**src/rx_dma_ctrl_pkg.sv**
```systemverilog
// Shared constants for the receive DMA control block
package rx_dma_ctrl_pkg;
    localparam logic [11:0] RX_DMA_CTRL_OFFSET = 12'h0D0;
    localparam logic [11:0] RX_DMA_STATUS_OFFSET = 12'h100;
    localparam logic [31:0] RX_DMA_CTRL_RESET = 32'h0000_0000;
    localparam int REPORT_REJECTED_STATUS_BIT = 31;
    localparam int ACCEPT_RUNT_FRAMES_BIT = 30;
    localparam int ACCEPT_DAMAGED_FRAMES_BIT = 29;
    localparam int ACCEPT_CHECKSUM_FAIL_FRAMES_BIT = 28;
    localparam int PASS_MAC_CONTROL_FRAMES_BIT = 27;
    localparam int PASS_FLOW_PAUSE_FRAMES_BIT = 26;
    localparam int L4_CHECKSUM_FILTER_SELECT_LSB = 24;
    localparam int SECOND_COMPLETION_QUEUE_ON_BIT = 23;
    localparam int BUFFER_QUEUE_SELECT_MODE_LSB = 20;
    localparam int FALLBACK_QUEUE_ON_BIT = 19;
    localparam int KEEP_FRAME_FCS_BIT = 18;
    localparam int EARLY_NOTIFY_BYTE_THRESHOLD_LSB = 12;
    localparam logic [31:0] RX_DMA_CTRL_WR_MASK = 32'hFFFD_F000;
    localparam int MIN_FRAME_BYTES = 64;
    localparam int FCS_BYTES = 4;
    localparam int EARLY_THRESHOLD_UNIT_BYTES = 64;
    typedef enum logic [1:0] {
        CSUM_IGNORE,
        CSUM_REJECT_TCP,
        CSUM_REJECT_TCP_UDP,
        CSUM_RESERVED
    } l4_checksum_filter_e;
    typedef enum logic [2:0] {
        QMODE_Q1_ONLY,
        QMODE_Q1_FP_Q2,
        QMODE_BY_SIZE,
        QMODE_BY_PRIORITY,
        QMODE_HEADER_SPLIT,
        QMODE_RSVD5,
        QMODE_RSVD6,
        QMODE_RSVD7
    } buffer_queue_select_mode_e;
endpackage : rx_dma_ctrl_pkg

```
**src/rx_queue_select.sv**
```systemverilog
// Buffer and completion queue choice for one received frame
module rx_queue_select #(
    parameter int LEN_W = 16
) (
    input wire logic [2:0] i_mode,
    input wire logic i_fallback_queue_on,
    input wire logic i_second_completion_queue_on,
    input wire logic i_frm_hi_prio,
    input wire logic i_frm_is_ip,
    input wire logic i_frm_complete,
    input wire logic [LEN_W-1:0] i_frm_bytes_rcvd,
    input wire logic [LEN_W-1:0] i_second_queue_buffer_bytes,
    input wire logic i_fp_len_valid,
    input wire logic [LEN_W-1:0] i_fp_len,
    input wire logic i_fp_queue_override,
    input wire logic i_fp_queue_sel,
    input wire logic i_fp_cmpl_override,
    input wire logic i_fp_cmpl_sel,
    input wire logic i_q1_empty,
    input wire logic i_q2_empty,
    output logic o_buf_queue,
    output logic o_header_split,
    output logic o_xfer_start_ok,
    output logic o_cmpl_queue
);
    logic [LEN_W-1:0] known_len;
    logic len_known;
    logic mode_q;
    logic ovr_q;

    always_comb begin
        known_len = i_fp_len_valid ? i_fp_len : i_frm_bytes_rcvd;
        len_known = i_fp_len_valid | i_frm_complete;
        mode_q = 1'b0;
        o_header_split = 1'b0;
        o_xfer_start_ok = 1'b1;
        case (rx_dma_ctrl_pkg::buffer_queue_select_mode_e'(i_mode))
            rx_dma_ctrl_pkg::QMODE_Q1_ONLY: begin
                mode_q = 1'b0;
            end
            rx_dma_ctrl_pkg::QMODE_Q1_FP_Q2: begin
                mode_q = 1'b0;
            end
            rx_dma_ctrl_pkg::QMODE_BY_SIZE: begin
                // Wait for the q2 buffer length, the whole frame or a length from the frame processor
                o_xfer_start_ok = len_known || (i_frm_bytes_rcvd >= i_second_queue_buffer_bytes);
                mode_q = len_known && (known_len <= i_second_queue_buffer_bytes);
            end
            rx_dma_ctrl_pkg::QMODE_BY_PRIORITY: begin
                mode_q = i_frm_hi_prio;
            end
            rx_dma_ctrl_pkg::QMODE_HEADER_SPLIT: begin
                o_header_split = i_frm_is_ip;
                mode_q = !i_frm_is_ip;
            end
            default: begin
                mode_q = 1'b0;
            end
        endcase
        ovr_q = (i_mode != 3'h0 && i_fp_queue_override) ? i_fp_queue_sel : mode_q;
        o_buf_queue = ovr_q;
        // Fallback only for a single-queue choice
        if (i_mode != 3'h0 && i_fallback_queue_on && !o_header_split) begin
            if (ovr_q ? i_q2_empty : i_q1_empty) begin
                o_buf_queue = !ovr_q;
            end
        end
        o_cmpl_queue = 1'b0;
        if (i_second_completion_queue_on) begin
            o_cmpl_queue = i_fp_cmpl_override ? i_fp_cmpl_sel : i_frm_hi_prio;
        end
    end
endmodule : rx_queue_select

```
**src/rx_dma_ctrl.sv**
```systemverilog
// Receive DMA control register, frame filter, queue choice, FCS strip and early notify
module rx_dma_ctrl #(
    parameter int LEN_W = 16
) (
    input wire logic i_core_clk,
    input wire logic i_nrst,
    input wire logic i_psel,
    input wire logic i_penable,
    input wire logic i_pwrite,
    input wire logic [11:0] i_paddr,
    input wire logic [31:0] i_pwdata,
    output logic o_pready,
    output logic [31:0] o_prdata,
    output logic o_pslverr,
    input wire logic i_long_completion_mode,
    input wire logic i_frm_end,
    input wire logic [LEN_W-1:0] i_frm_len,
    input wire logic i_frm_dribble,
    input wire logic i_frm_code_violation,
    input wire logic i_frm_fifo_overflow,
    input wire logic i_frm_crc_error,
    input wire logic i_frm_is_mac_control,
    input wire logic i_frm_is_pause,
    input wire logic i_frm_is_tcp,
    input wire logic i_frm_is_udp,
    input wire logic i_frm_l4_checksum_bad,
    input wire logic i_frm_hi_prio,
    input wire logic i_frm_is_ip,
    input wire logic i_frm_start,
    input wire logic i_frm_complete,
    input wire logic [LEN_W-1:0] i_frm_bytes_rcvd,
    input wire logic [LEN_W-1:0] i_second_queue_buffer_bytes,
    input wire logic i_fp_len_valid,
    input wire logic [LEN_W-1:0] i_fp_len,
    input wire logic i_fp_queue_override,
    input wire logic i_fp_queue_sel,
    input wire logic i_fp_cmpl_override,
    input wire logic i_fp_cmpl_sel,
    input wire logic i_q1_empty,
    input wire logic i_q2_empty,
    input wire logic [LEN_W-1:0] i_dma_bytes_done,
    output logic o_decision_valid,
    output logic o_frm_accept,
    output logic o_frm_post_status,
    output logic o_frm_stats_only,
    output logic [LEN_W-1:0] o_xfer_len,
    output logic o_buf_queue,
    output logic o_header_split,
    output logic o_xfer_start_ok,
    output logic o_cmpl_queue,
    output logic o_early_arrival_interrupt
);
    if (LEN_W < 12 || LEN_W > 24) begin : g_len_check
        $error("rx_dma_ctrl: LEN_W out of range");
    end

    localparam logic [LEN_W-1:0] MIN_LEN = LEN_W'(rx_dma_ctrl_pkg::MIN_FRAME_BYTES);
    localparam logic [LEN_W-1:0] FCS_LEN = LEN_W'(rx_dma_ctrl_pkg::FCS_BYTES);
    localparam int THR_SHIFT = $clog2(rx_dma_ctrl_pkg::EARLY_THRESHOLD_UNIT_BYTES);

    // Register bus state
    logic [31:0] ctrl_ff;
    logic [31:0] nxt_ctrl;
    logic pready_ff;
    logic nxt_pready;
    logic [31:0] prdata_ff;
    logic [31:0] nxt_prdata;
    logic pslverr_ff;
    logic nxt_pslverr;

    // Frame and queue state
    logic decision_valid_ff;
    logic nxt_decision_valid;
    logic accept_ff;
    logic nxt_accept;
    logic post_status_ff;
    logic nxt_post_status;
    logic stats_only_ff;
    logic nxt_stats_only;
    logic [LEN_W-1:0] xfer_len_ff;
    logic [LEN_W-1:0] nxt_xfer_len;
    logic buf_queue_ff;
    logic nxt_buf_queue;
    logic header_split_ff;
    logic nxt_header_split;
    logic start_ok_ff;
    logic nxt_start_ok;
    logic cmpl_queue_ff;
    logic nxt_cmpl_queue;
    logic early_fired_ff;
    logic nxt_early_fired;
    logic early_pulse_ff;
    logic nxt_early_pulse;
    logic [7:0] reject_count_ff;
    logic [7:0] nxt_reject_count;

    logic [1:0] csum_sel;
    logic [2:0] queue_mode;
    logic [4:0] early_thr;
    logic [LEN_W-1:0] early_bytes;
    logic q_sel;
    logic q_split;
    logic q_start_ok;
    logic q_cmpl;
    logic rej_any;
    logic [31:0] status_word;

    assign csum_sel = ctrl_ff[rx_dma_ctrl_pkg::L4_CHECKSUM_FILTER_SELECT_LSB +: 2];
    assign queue_mode = ctrl_ff[rx_dma_ctrl_pkg::BUFFER_QUEUE_SELECT_MODE_LSB +: 3];
    assign early_thr = ctrl_ff[rx_dma_ctrl_pkg::EARLY_NOTIFY_BYTE_THRESHOLD_LSB +: 5];
    assign early_bytes = LEN_W'({early_thr, {THR_SHIFT{1'b0}}});

    rx_queue_select #(
        .LEN_W(LEN_W)
    ) u_queue_select (
        .i_mode(queue_mode),
        .i_fallback_queue_on(ctrl_ff[rx_dma_ctrl_pkg::FALLBACK_QUEUE_ON_BIT]),
        .i_second_completion_queue_on(ctrl_ff[rx_dma_ctrl_pkg::SECOND_COMPLETION_QUEUE_ON_BIT]),
        .i_frm_hi_prio(i_frm_hi_prio),
        .i_frm_is_ip(i_frm_is_ip),
        .i_frm_complete(i_frm_complete),
        .i_frm_bytes_rcvd(i_frm_bytes_rcvd),
        .i_second_queue_buffer_bytes(i_second_queue_buffer_bytes),
        .i_fp_len_valid(i_fp_len_valid),
        .i_fp_len(i_fp_len),
        .i_fp_queue_override(i_fp_queue_override),
        .i_fp_queue_sel(i_fp_queue_sel),
        .i_fp_cmpl_override(i_fp_cmpl_override),
        .i_fp_cmpl_sel(i_fp_cmpl_sel),
        .i_q1_empty(i_q1_empty),
        .i_q2_empty(i_q2_empty),
        .o_buf_queue(q_sel),
        .o_header_split(q_split),
        .o_xfer_start_ok(q_start_ok),
        .o_cmpl_queue(q_cmpl)
    );

    always_comb begin
        status_word = 32'h0000_0000;
        status_word[0] = accept_ff;
        status_word[1] = post_status_ff;
        status_word[2] = buf_queue_ff;
        status_word[3] = header_split_ff;
        status_word[4] = cmpl_queue_ff;
        status_word[5] = early_fired_ff;
        status_word[15:8] = reject_count_ff;
    end

    // Zero-wait APB slave: answer prepared in setup, pready high through access
    always_comb begin
        nxt_ctrl = ctrl_ff;
        nxt_pready = 1'b0;
        nxt_prdata = prdata_ff;
        nxt_pslverr = 1'b0;
        if (i_psel && !i_penable) begin
            nxt_pready = 1'b1;
            nxt_prdata = 32'h0000_0000;
            if (i_paddr == rx_dma_ctrl_pkg::RX_DMA_CTRL_OFFSET) begin
                nxt_prdata = ctrl_ff;
            end else if (i_paddr == rx_dma_ctrl_pkg::RX_DMA_STATUS_OFFSET && !i_pwrite) begin
                nxt_prdata = status_word;
            end else begin
                nxt_pslverr = 1'b1;
            end
        end else if (i_psel && i_penable && !pready_ff) begin
            nxt_pready = 1'b1;
            nxt_pslverr = pslverr_ff;
        end
        if (i_psel && i_penable && pready_ff && i_pwrite && i_paddr == rx_dma_ctrl_pkg::RX_DMA_CTRL_OFFSET) begin
            // Bit 17 and the unimplemented low fields always hold zero
            nxt_ctrl = i_pwdata & rx_dma_ctrl_pkg::RX_DMA_CTRL_WR_MASK;
        end
    end

    always_ff @(posedge i_core_clk) begin
        if (!i_nrst) begin
            ctrl_ff <= rx_dma_ctrl_pkg::RX_DMA_CTRL_RESET;
            pready_ff <= 1'b0;
            prdata_ff <= 32'h0000_0000;
            pslverr_ff <= 1'b0;
        end else begin
            ctrl_ff <= nxt_ctrl;
            pready_ff <= nxt_pready;
            prdata_ff <= nxt_prdata;
            pslverr_ff <= nxt_pslverr;
        end
    end

    // Frame acceptance at end of frame
    always_comb begin
        logic rej_runt;
        logic rej_damaged;
        logic rej_crc;
        logic rej_ctrl;
        logic rej_pause;
        logic rej_csum;
        rej_csum = 1'b0;
        rej_runt = (i_frm_len < MIN_LEN) && !ctrl_ff[rx_dma_ctrl_pkg::ACCEPT_RUNT_FRAMES_BIT];
        rej_damaged = (i_frm_dribble || i_frm_code_violation || i_frm_fifo_overflow)
            && !ctrl_ff[rx_dma_ctrl_pkg::ACCEPT_DAMAGED_FRAMES_BIT];
        rej_crc = i_frm_crc_error && !ctrl_ff[rx_dma_ctrl_pkg::ACCEPT_CHECKSUM_FAIL_FRAMES_BIT];
        rej_ctrl = i_frm_is_mac_control && !i_frm_is_pause
            && !ctrl_ff[rx_dma_ctrl_pkg::PASS_MAC_CONTROL_FRAMES_BIT];
        rej_pause = i_frm_is_pause && !ctrl_ff[rx_dma_ctrl_pkg::PASS_FLOW_PAUSE_FRAMES_BIT];
        case (rx_dma_ctrl_pkg::l4_checksum_filter_e'(csum_sel))
            rx_dma_ctrl_pkg::CSUM_REJECT_TCP: begin
                rej_csum = i_frm_is_tcp && i_frm_l4_checksum_bad;
            end
            rx_dma_ctrl_pkg::CSUM_REJECT_TCP_UDP: begin
                rej_csum = (i_frm_is_tcp || i_frm_is_udp) && i_frm_l4_checksum_bad;
            end
            rx_dma_ctrl_pkg::CSUM_RESERVED: begin
                rej_csum = 1'b0;
            end
            default: begin
                rej_csum = 1'b0;
            end
        endcase
        rej_any = rej_runt || rej_damaged || rej_crc || rej_ctrl || rej_pause || rej_csum;
        nxt_decision_valid = i_frm_end;
        nxt_accept = accept_ff;
        nxt_post_status = post_status_ff;
        nxt_stats_only = stats_only_ff;
        nxt_xfer_len = xfer_len_ff;
        nxt_reject_count = reject_count_ff;
        if (i_frm_end) begin
            nxt_accept = !rej_any;
            nxt_post_status = rej_any && ctrl_ff[rx_dma_ctrl_pkg::REPORT_REJECTED_STATUS_BIT]
                && i_long_completion_mode;
            nxt_stats_only = rej_any && !(ctrl_ff[rx_dma_ctrl_pkg::REPORT_REJECTED_STATUS_BIT]
                && i_long_completion_mode);
            if (ctrl_ff[rx_dma_ctrl_pkg::KEEP_FRAME_FCS_BIT] || i_frm_len < FCS_LEN) begin
                nxt_xfer_len = i_frm_len;
            end else begin
                nxt_xfer_len = i_frm_len - FCS_LEN;
            end
            if (rej_any) begin
                nxt_reject_count = reject_count_ff + 8'h01;
            end
        end
        nxt_buf_queue = q_sel;
        nxt_header_split = q_split;
        nxt_start_ok = q_start_ok;
        nxt_cmpl_queue = q_cmpl;
    end

    // Early notify fires once per frame; a new frame start rearms it
    always_comb begin
        nxt_early_fired = early_fired_ff;
        nxt_early_pulse = 1'b0;
        if (i_frm_start) begin
            nxt_early_fired = 1'b0;
        end else if (!early_fired_ff && early_thr != 5'h00 && i_dma_bytes_done >= early_bytes) begin
            nxt_early_fired = 1'b1;
            nxt_early_pulse = 1'b1;
        end
    end

    always_ff @(posedge i_core_clk) begin
        if (!i_nrst) begin
            decision_valid_ff <= 1'b0;
            accept_ff <= 1'b0;
            post_status_ff <= 1'b0;
            stats_only_ff <= 1'b0;
            xfer_len_ff <= '0;
            buf_queue_ff <= 1'b0;
            header_split_ff <= 1'b0;
            start_ok_ff <= 1'b0;
            cmpl_queue_ff <= 1'b0;
            early_fired_ff <= 1'b0;
            early_pulse_ff <= 1'b0;
            reject_count_ff <= 8'h00;
        end else begin
            decision_valid_ff <= nxt_decision_valid;
            accept_ff <= nxt_accept;
            post_status_ff <= nxt_post_status;
            stats_only_ff <= nxt_stats_only;
            xfer_len_ff <= nxt_xfer_len;
            buf_queue_ff <= nxt_buf_queue;
            header_split_ff <= nxt_header_split;
            start_ok_ff <= nxt_start_ok;
            cmpl_queue_ff <= nxt_cmpl_queue;
            early_fired_ff <= nxt_early_fired;
            early_pulse_ff <= nxt_early_pulse;
            reject_count_ff <= nxt_reject_count;
        end
    end

    assign o_pready = pready_ff;
    assign o_prdata = prdata_ff;
    assign o_pslverr = pslverr_ff;
    assign o_decision_valid = decision_valid_ff;
    assign o_frm_accept = accept_ff;
    assign o_frm_post_status = post_status_ff;
    assign o_frm_stats_only = stats_only_ff;
    assign o_xfer_len = xfer_len_ff;
    assign o_buf_queue = buf_queue_ff;
    assign o_header_split = header_split_ff;
    assign o_xfer_start_ok = start_ok_ff;
    assign o_cmpl_queue = cmpl_queue_ff;
    assign o_early_arrival_interrupt = early_pulse_ff;
endmodule : rx_dma_ctrl

```
**config.mk**
```make
export PLATFORM = sky130hd
export DESIGN_NAME = rx_dma_ctrl
export DESIGN_NICKNAME = d
export VERILOG_FILES = /design/src/rx_dma_ctrl_pkg.sv /design/src/rx_queue_select.sv /design/src/rx_dma_ctrl.sv
export SDC_FILE = /design/constraint.sdc
export NUM_CORES = 1
export LEC_CHECK = 0
export BUFFER_PORTS_ARGS = -buffer_cell sky130_fd_sc_hd__buf_4
export CAP_MARGIN = 20
export CORE_ASPECT_RATIO = 0.75
export CORE_MARGIN = 5
export CORE_UTILIZATION = 25
export CTS_BUF_LIST = sky130_fd_sc_hd__clkbuf_4
export CTS_CLUSTER_SIZE = 40
export DETAILED_ROUTE_END_ITERATION = 16
export SYNTH_ARGS = -nofsm -noshare
export SYNTH_HDL_FRONTEND = slang
export SYNTH_HIERARCHICAL = 1
export SYNTH_SLANG_ARGS = --single-unit
export TNS_END_PERCENT = 5
```
**constraint.sdc**
```tcl
create_clock -name i_core_clk -period 5.5 [get_ports i_core_clk]
set_input_delay 0.275 -clock i_core_clk [delete_from_list [all_inputs] [get_ports i_core_clk]]
set_output_delay 0.275 -clock i_core_clk [all_outputs]
set_load 0.05 [all_outputs]
```
==> results.json, run 1 <==
{
  "status": "finished clean",
  "fin_setup_tns_ns": 0,
  "worstRegToRegCells": 6,
  "vias_per_cell": 4.62,
  "htree_levels": 3,
  "core-area_sq_mm": 0.0183,
  "grt_pass1_vias": 4420,
  "ys_types": 58,
  "yosysWarningCount": 6,
  "ant_nets": 0,
  "synthTopCellsByCount": "dfxtp_1, nand2_1, nor2_1",
  "clk_path_buf_depth": 2,
  "synth_most_common_cell": "dfxtp_1",
  "wire_per_inst_um": 15.0,
  "hold_violations": 0,
  "grt_max_degree": 42,
  "drt-initial-drc-count": 204,
  "fin_crit_ns": 2.31,
  "timing.rr.start": "ctrl_ff[24]$_SDFFE_PN0P_",
  "ys_seq_area_share_pct": 36.4,
  "vdd_drop_max_mv": 0.0822,
  "fin_skew_ns": 0.0178,
  "required_ns": 5.91,
  "max_freq_ghz": 0.434,
  "synth_ff_type": "dfxtp_1",
  "clk_latency_ns": 0.46,
  "drt_wl_total_um": 14800,
  "synth.area.top_cells": "dfxtp_1, ha_1, a21oi_1",
  "grt-ovfl-total": 0,
  "synth_area_leader_cell": "dfxtp_1",
  "grt_first_pass_wirelength_um": 23200,
  "holdPathEnd": "ctrl_ff[18]$_SDFFE_PN0P_",
  "whs_path_depth": 3,
  "cts_buffers": 9,
  "period_share_pct": 41.9,
  "synth.avg_cell_area_sq_um": 8.55,
  "fp.dieArea_sq_mm": 0.0213,
  "drive_above_1_share_pct": 32.9,
  "die_w_um": 167,
  "cp.arrival_ns": 2.72,
  "clk_pin_slew_worst_paths_ns": 0.14,
  "min_from": "i_pwdata[18]",
  "area_growth_pct": 40.6,
  "hpwl_um": 11600,
  "async_flop_share_pct": 0,
  "start_util_pct": 25.2,
  "netlist_area_sq_mm": 0.00461,
  "cts_tree": "yes",
  "worst_slew_pin_slew_ns": 0.849,
  "ys_seq_elements": 84,
  "synth_edf_count": 0,
  "p_leak_nw": 2.80,
  "drc": 0,
  "die_h_um": 128,
  "place_inst": 961,
  "antenna_found_initial": 0,
  "worstSetupStartpointType": "input pin",
  "synthCells": 540,
  "track_usage_pct": 13.5,
  "final-instance-count-excl-fill": 983,
  "layout.nets": 921,
  "drt-pass1-iter-count": 4,
  "crit_path_end_kind": "register",
  "rsz0062_at_grt": "false",
  "drv_slew": 0,
  "crit_fanout": 17,
  "hold_class": "input pin to register",
  "relSlewSlack_pct": 43.4,
  "post-cts-setup-buffer-count": 0,
  "pin_count": 210,
  "clock-sinks": 84,
  "synth_top_area_share_pct": 36.4,
  "place_congestion": 0.799,
  "cts-root-buf": "clkbuf_4",
  "r2r_slack_ns": 3.38,
  "max_cap_viol_count": 0,
  "critPathKind": "input pin to register",
  "r2r_end": "reject_count_ff[7]$_SDFFE_PN0P_",
  "rows": 43,
  "setup_viol": 0,
  "vias": 4543,
  "powerDensity_mw_per_mm2": 190,
  "io_buffers": 193
}
## logic make-up after synthesis
family                     Yosys count  share of synthesized area [%]
and+or+nand+nor                    189                           20.9
AOI/OAI and AO/OA                  134                           19.2
DFF                                 84                           36.4
buffers and inverters               57                           4.91
adders and majority gates           40                           10.8
muxes                               23                           5.42
xor gates and xnor gates            12                           2.28
other                                1                         0.0813
## state kept, by name, summed over array words and instances, names as in the netlist, 8 cells and up
signal and cells:
o_prdata 29, ctrl_ff 19, o_xfer_len 16, reject_count_ff 8
## final cells by class
cell class	count	area, sq um
fill	1963	11800
multi-input combinational	401	2730
sequential	84	1680
timing repair buffer	202	1530
tap	247	309
inverter	32	120
clock buffer	9	67.6
clock inverter	7	50.0
antenna	1	2.50
## worst max path at each step
stage / slack, ns / end / start
3_3_place_gp: 2.69 / o_buf_queue$_SDFF_PN0_ / i_fp_len_valid
3_5_place_dp: 2.69 / o_buf_queue$_SDFF_PN0_ / i_fp_len_valid
6_report: 3.19 / o_buf_queue$_SDFF_PN0_ / i_fp_len_valid
4_1_cts: 3.21 / o_buf_queue$_SDFF_PN0_ / i_fp_len_valid
5_1_grt: 3.11 / o_buf_queue$_SDFF_PN0_ / i_fp_len_valid
2_1_floorplan: 2.72 / o_buf_queue$_SDFF_PN0_ / i_fp_len_valid
## per-stage QoR
stage	utilization [%]	hold slack, ns	total power [mW]	instance area [sq um]	setup slack, ns
global route	35.5	0.000115	1.31	6490	3.11
global placement	34.5	0.457	0.912	6320	2.69
finish	35.5	0.0563	1.23	6490	3.19
floorplan	-	0.364	0.788	4620	2.72
detailed placement	34.5	0.459	0.915	6320	2.69
CTS	35.3	0.00300	1.26	6460	3.21
## layout by cell type (no fill, tap or decap), types with 6 or more instances in the layout
| master | n |
|---|---|
| buf_4 | 197 |
| dfxtp_1 | 84 |
| nor2_1 | 52 |
| nand2_1 | 52 |
| a21oi_1 | 51 |
| ha_1 | 40 |
| inv_1 | 31 |
| a22oi_1 | 25 |
| o21ai_0 | 20 |
| nand4_1 | 16 |
| mux2_2 | 16 |
| nand3_1 | 12 |
| xor2_1 | 10 |
| or4_1 | 9 |
| clkbuf_4 | 9 |
| a21o_1 | 8 |
| nand2b_1 | 7 |
| nor3_1 | 7 |
| mux2i_1 | 7 |
| and2_1 | 6 |
## timing repair
action,CTS,global route
gates resized for setup,0,0
hold buffers,2,2
endpoints found under the hold margin,2,2
## where the power goes
group	total (mW)	switching (mW)	internal, mW
Clock	0.331	0.235	0.0955
Combinational	0.273	0.141	0.132
Sequential	0.628	0.00798	0.621
Total	1.23	0.384	0.848
## worst max-delay path: stages
cell and delay (ns):
buf_4 0.24, mux2_2 0.37, ha_1 0.31, a21oi_1 0.17, nand2_1 0.07, a21oi_1 0.19, or4b_1 0.47, a31oi_1 0.29
mux2i_1 0.21, and2_1 0.13
## metal layers
metal | up-vias | GRT usage (%) | wire length [um]
li1 | 2341 | - | -
met1 | 2081 | 18.6 | 7120
met2 | 110 | 21.2 | 6590
met3 | 11 | 4.35 | 907
met4 | 0 | 1.97 | 136
met5 | - | 0 | 0
Power figures use the tool's default switching activity.
==> run 2: changes to the inputs <==
clock period = 2.37 ns   (was 5.5 ns; I/O delays follow)
==> run 2 against run 1 <==
Clock skew is 0.0025 ns higher; via count is 6.6% higher; hold slack worse by 0.0069 ns; combinational power grew to 2.6 times the previous value; sequential power is 130% higher; sequential share of layout area is 1.9 points lower; register-to-register slack worse by 3.3 ns; total power is 140% higher; non-clock buffer count is 52 higher; final cell count is 5.3% higher; critical path type unchanged.
==> results.json, run 2 (synthesis results as in run 1) <==
{
  "crit_chain": "dlygate4sd3_1 > buf_4 > nor4_1 > nand4_1 > nand3b_1 > xor2_1 > a21oi_1 > dlygate4sd3_1",
  "crit_path_end_kind": "register",
  "vdd_drop_max_mv": 0.173,
  "track_usage_pct": 14.2,
  "start_util_pct": 25.2,
  "vias": 4842,
  "drt-initial-drc-count": 203,
  "crit_fanout": 6,
  "max_freq_ghz": 0.433,
  "area_growth_pct": 51.8,
  "seqPwrFrac_pct": 49.6,
  "slowest_stage": "dlygate4sd3_1",
  "clk_latency_ns": 0.46,
  "crit_top_cell": "dlygate4sd3_1",
  "path_buf_inv": 3,
  "internal-power_mw": 2.03,
  "core-area_sq_mm": 0.0183,
  "worst_slew_pin_slew_ns": 0.915,
  "p_total_mw": 2.94,
  "clk_path_buf_depth": 2,
  "required_ns": 2.74,
  "final_common_cell": "buf_4",
  "cp.arrival_ns": 2.68,
  "relSlewSlack_pct": 39.0,
  "p_clk_share_pct": 26.2,
  "combPwrFrac_pct": 24.2,
  "p_switching_mw": 0.915,
  "drv_slew": 0,
  "setup_ws_ns": 0.0627,
  "grt_pass1_vias": 4718,
  "clk_pin_slew_worst_paths_ns": 0.16,
  "grt-ovfl-total": 0,
  "post-cts-setup-buffer-count": 0,
  "drt_wl_total_um": 15600,
  "final-instance-count-excl-fill": 1035,
  "fill_cells": 1880,
  "vias_per_cell": 4.68,
  "grt_max_degree": 43,
  "critPathKind": "input pin to register",
  "drc": 0,
  "powerDensity_mw_per_mm2": 420,
  "hold_class": "input pin to register",
  "min_from": "i_nrst",
  "max_stage_delay_ns": 0.58,
  "top_layer_used": "met4",
  "fin_skew_ns": 0.0203,
  "antenna_found_initial": 1,
  "status": "finished clean",
  "setup_viol": 0,
  "rows": 43,
  "cts_tree": "yes",
  "route.met2.wl_um": 7070,
  "hold_violations": 0,
  "cts-root-buf": "clkbuf_4",
  "period_share_pct": 97.4,
  "pre_cts_slack_ns": -0.0652,
  "timing.rr.start": "ctrl_ff[18]$_SDFFE_PN0P_",
  "grt_first_pass_wirelength_um": 24500,
  "worstSetupStartpoint": "i_frm_len[8]",
  "p_leak_nw": 3.05,
  "worstSetupStartpointType": "input pin",
  "fin_crit_ns": 2.31,
  "die_w_um": 167,
  "ant_nets": 0,
  "max_cap_viol_count": 0,
  "wire_per_inst_um": 15.1,
  "hpwl_um": 11900,
  "htree_levels": 3,
  "largest_reg_flops": 29,
  "fp.dieArea_sq_mm": 0.0213,
  "layout.nets": 973,
  "place_inst": 970,
  "wl_met3_um": 816,
  "die_h_um": 128,
  "clock-sinks": 84,
  "p_sw_share_pct": 31.1,
  "final_cell_mix": "buf_4, dfxtp_1, nand2_1",
  "drt-pass1-iter-count": 6,
  "drive_above_1_share_pct": 32.0,
  "io_buffers": 193,
  "drt-met1-wl_um": 7410,
  "pin_count": 210,
  "cts_buffers": 9,
  "cpLargestDelayFamily": "buffers and inverters",
  "place_congestion": 0.824
}
-- run 2: worst register-to-register path: stages, from the launching register on --
cell	delay (ns)
dfxtp_1	0.35
or4_1	0.60
nor2_2	0.28
nand4b_1	0.16
xor2_1	0.16
a21oi_1	0.08
dlygate4sd3_1	0.57
-- run 2: worst paths after layout --
kind                                endpoint  slack, ns  cells past startpoint
setup reg to reg  o_xfer_len[9]$_SDFFE_PN0P_       0.09                      6
setup / recovery  o_xfer_len[7]$_SDFFE_PN0P_       0.06                      8
hold / removal    o_xfer_len[2]$_SDFFE_PN0P_       0.05                      3
hold reg to reg     ctrl_ff[29]$_SDFFE_PN0P_       0.48                      2
-- run 2: per-stage QoR --
step	hold slack, ns	util, %	TNS, ns	area [sq um]
floorplan	0.207	-	0	4630
global placement	0.331	35.0	-0.0395	6400
detailed placement	0.334	35.0	-0.0652	6400
CTS	0.00237	38.2	0	7000
global route	0.0212	38.3	-0.00293	7010
finish	0.0494	38.3	0	7010
-- run 2: layer usage --
metal / GRT usage, % / up-vias
li1: - / 2451
met1: 19.3 / 2234
met2: 22.7 / 136
met3: 3.64 / 21
met4: 3.56 / 0
met5: 0 / -
-- run 2: cell type report --
class | count | area, sq um | area share (%)
Inverter | 32 | 120 | 1.71
Tap cell | 247 | 309 | 4.41
Antenna cell | 1 | 2.50 | 0.0357
Clock inverter | 7 | 50.0 | 0.714
Timing Repair Buffer | 254 | 2040 | 29.1
Clock buffer | 9 | 67.6 | 0.964
Multi-Input combinational cell | 401 | 2740 | 39.1
Sequential cell | 84 | 1680 | 24.0
-- run 2: repair_timing --
item	CTS	global route
hold buffers	48	0
gates resized for setup	0	2
endpoints found under the setup margin	0	5
hold endpoints to repair	41	0
-- run 2: power by group through the flow --
stage | sequential (mW) | combinational (mW) | clock, mW
floorplan | 1.57 | 0.261 | 0
global placement | 1.49 | 0.638 | 0
detailed placement | 1.49 | 0.645 | 0
CTS | 1.46 | 0.714 | 0.827
global route | 1.46 | 0.779 | 0.874
finish | 1.46 | 0.711 | 0.771
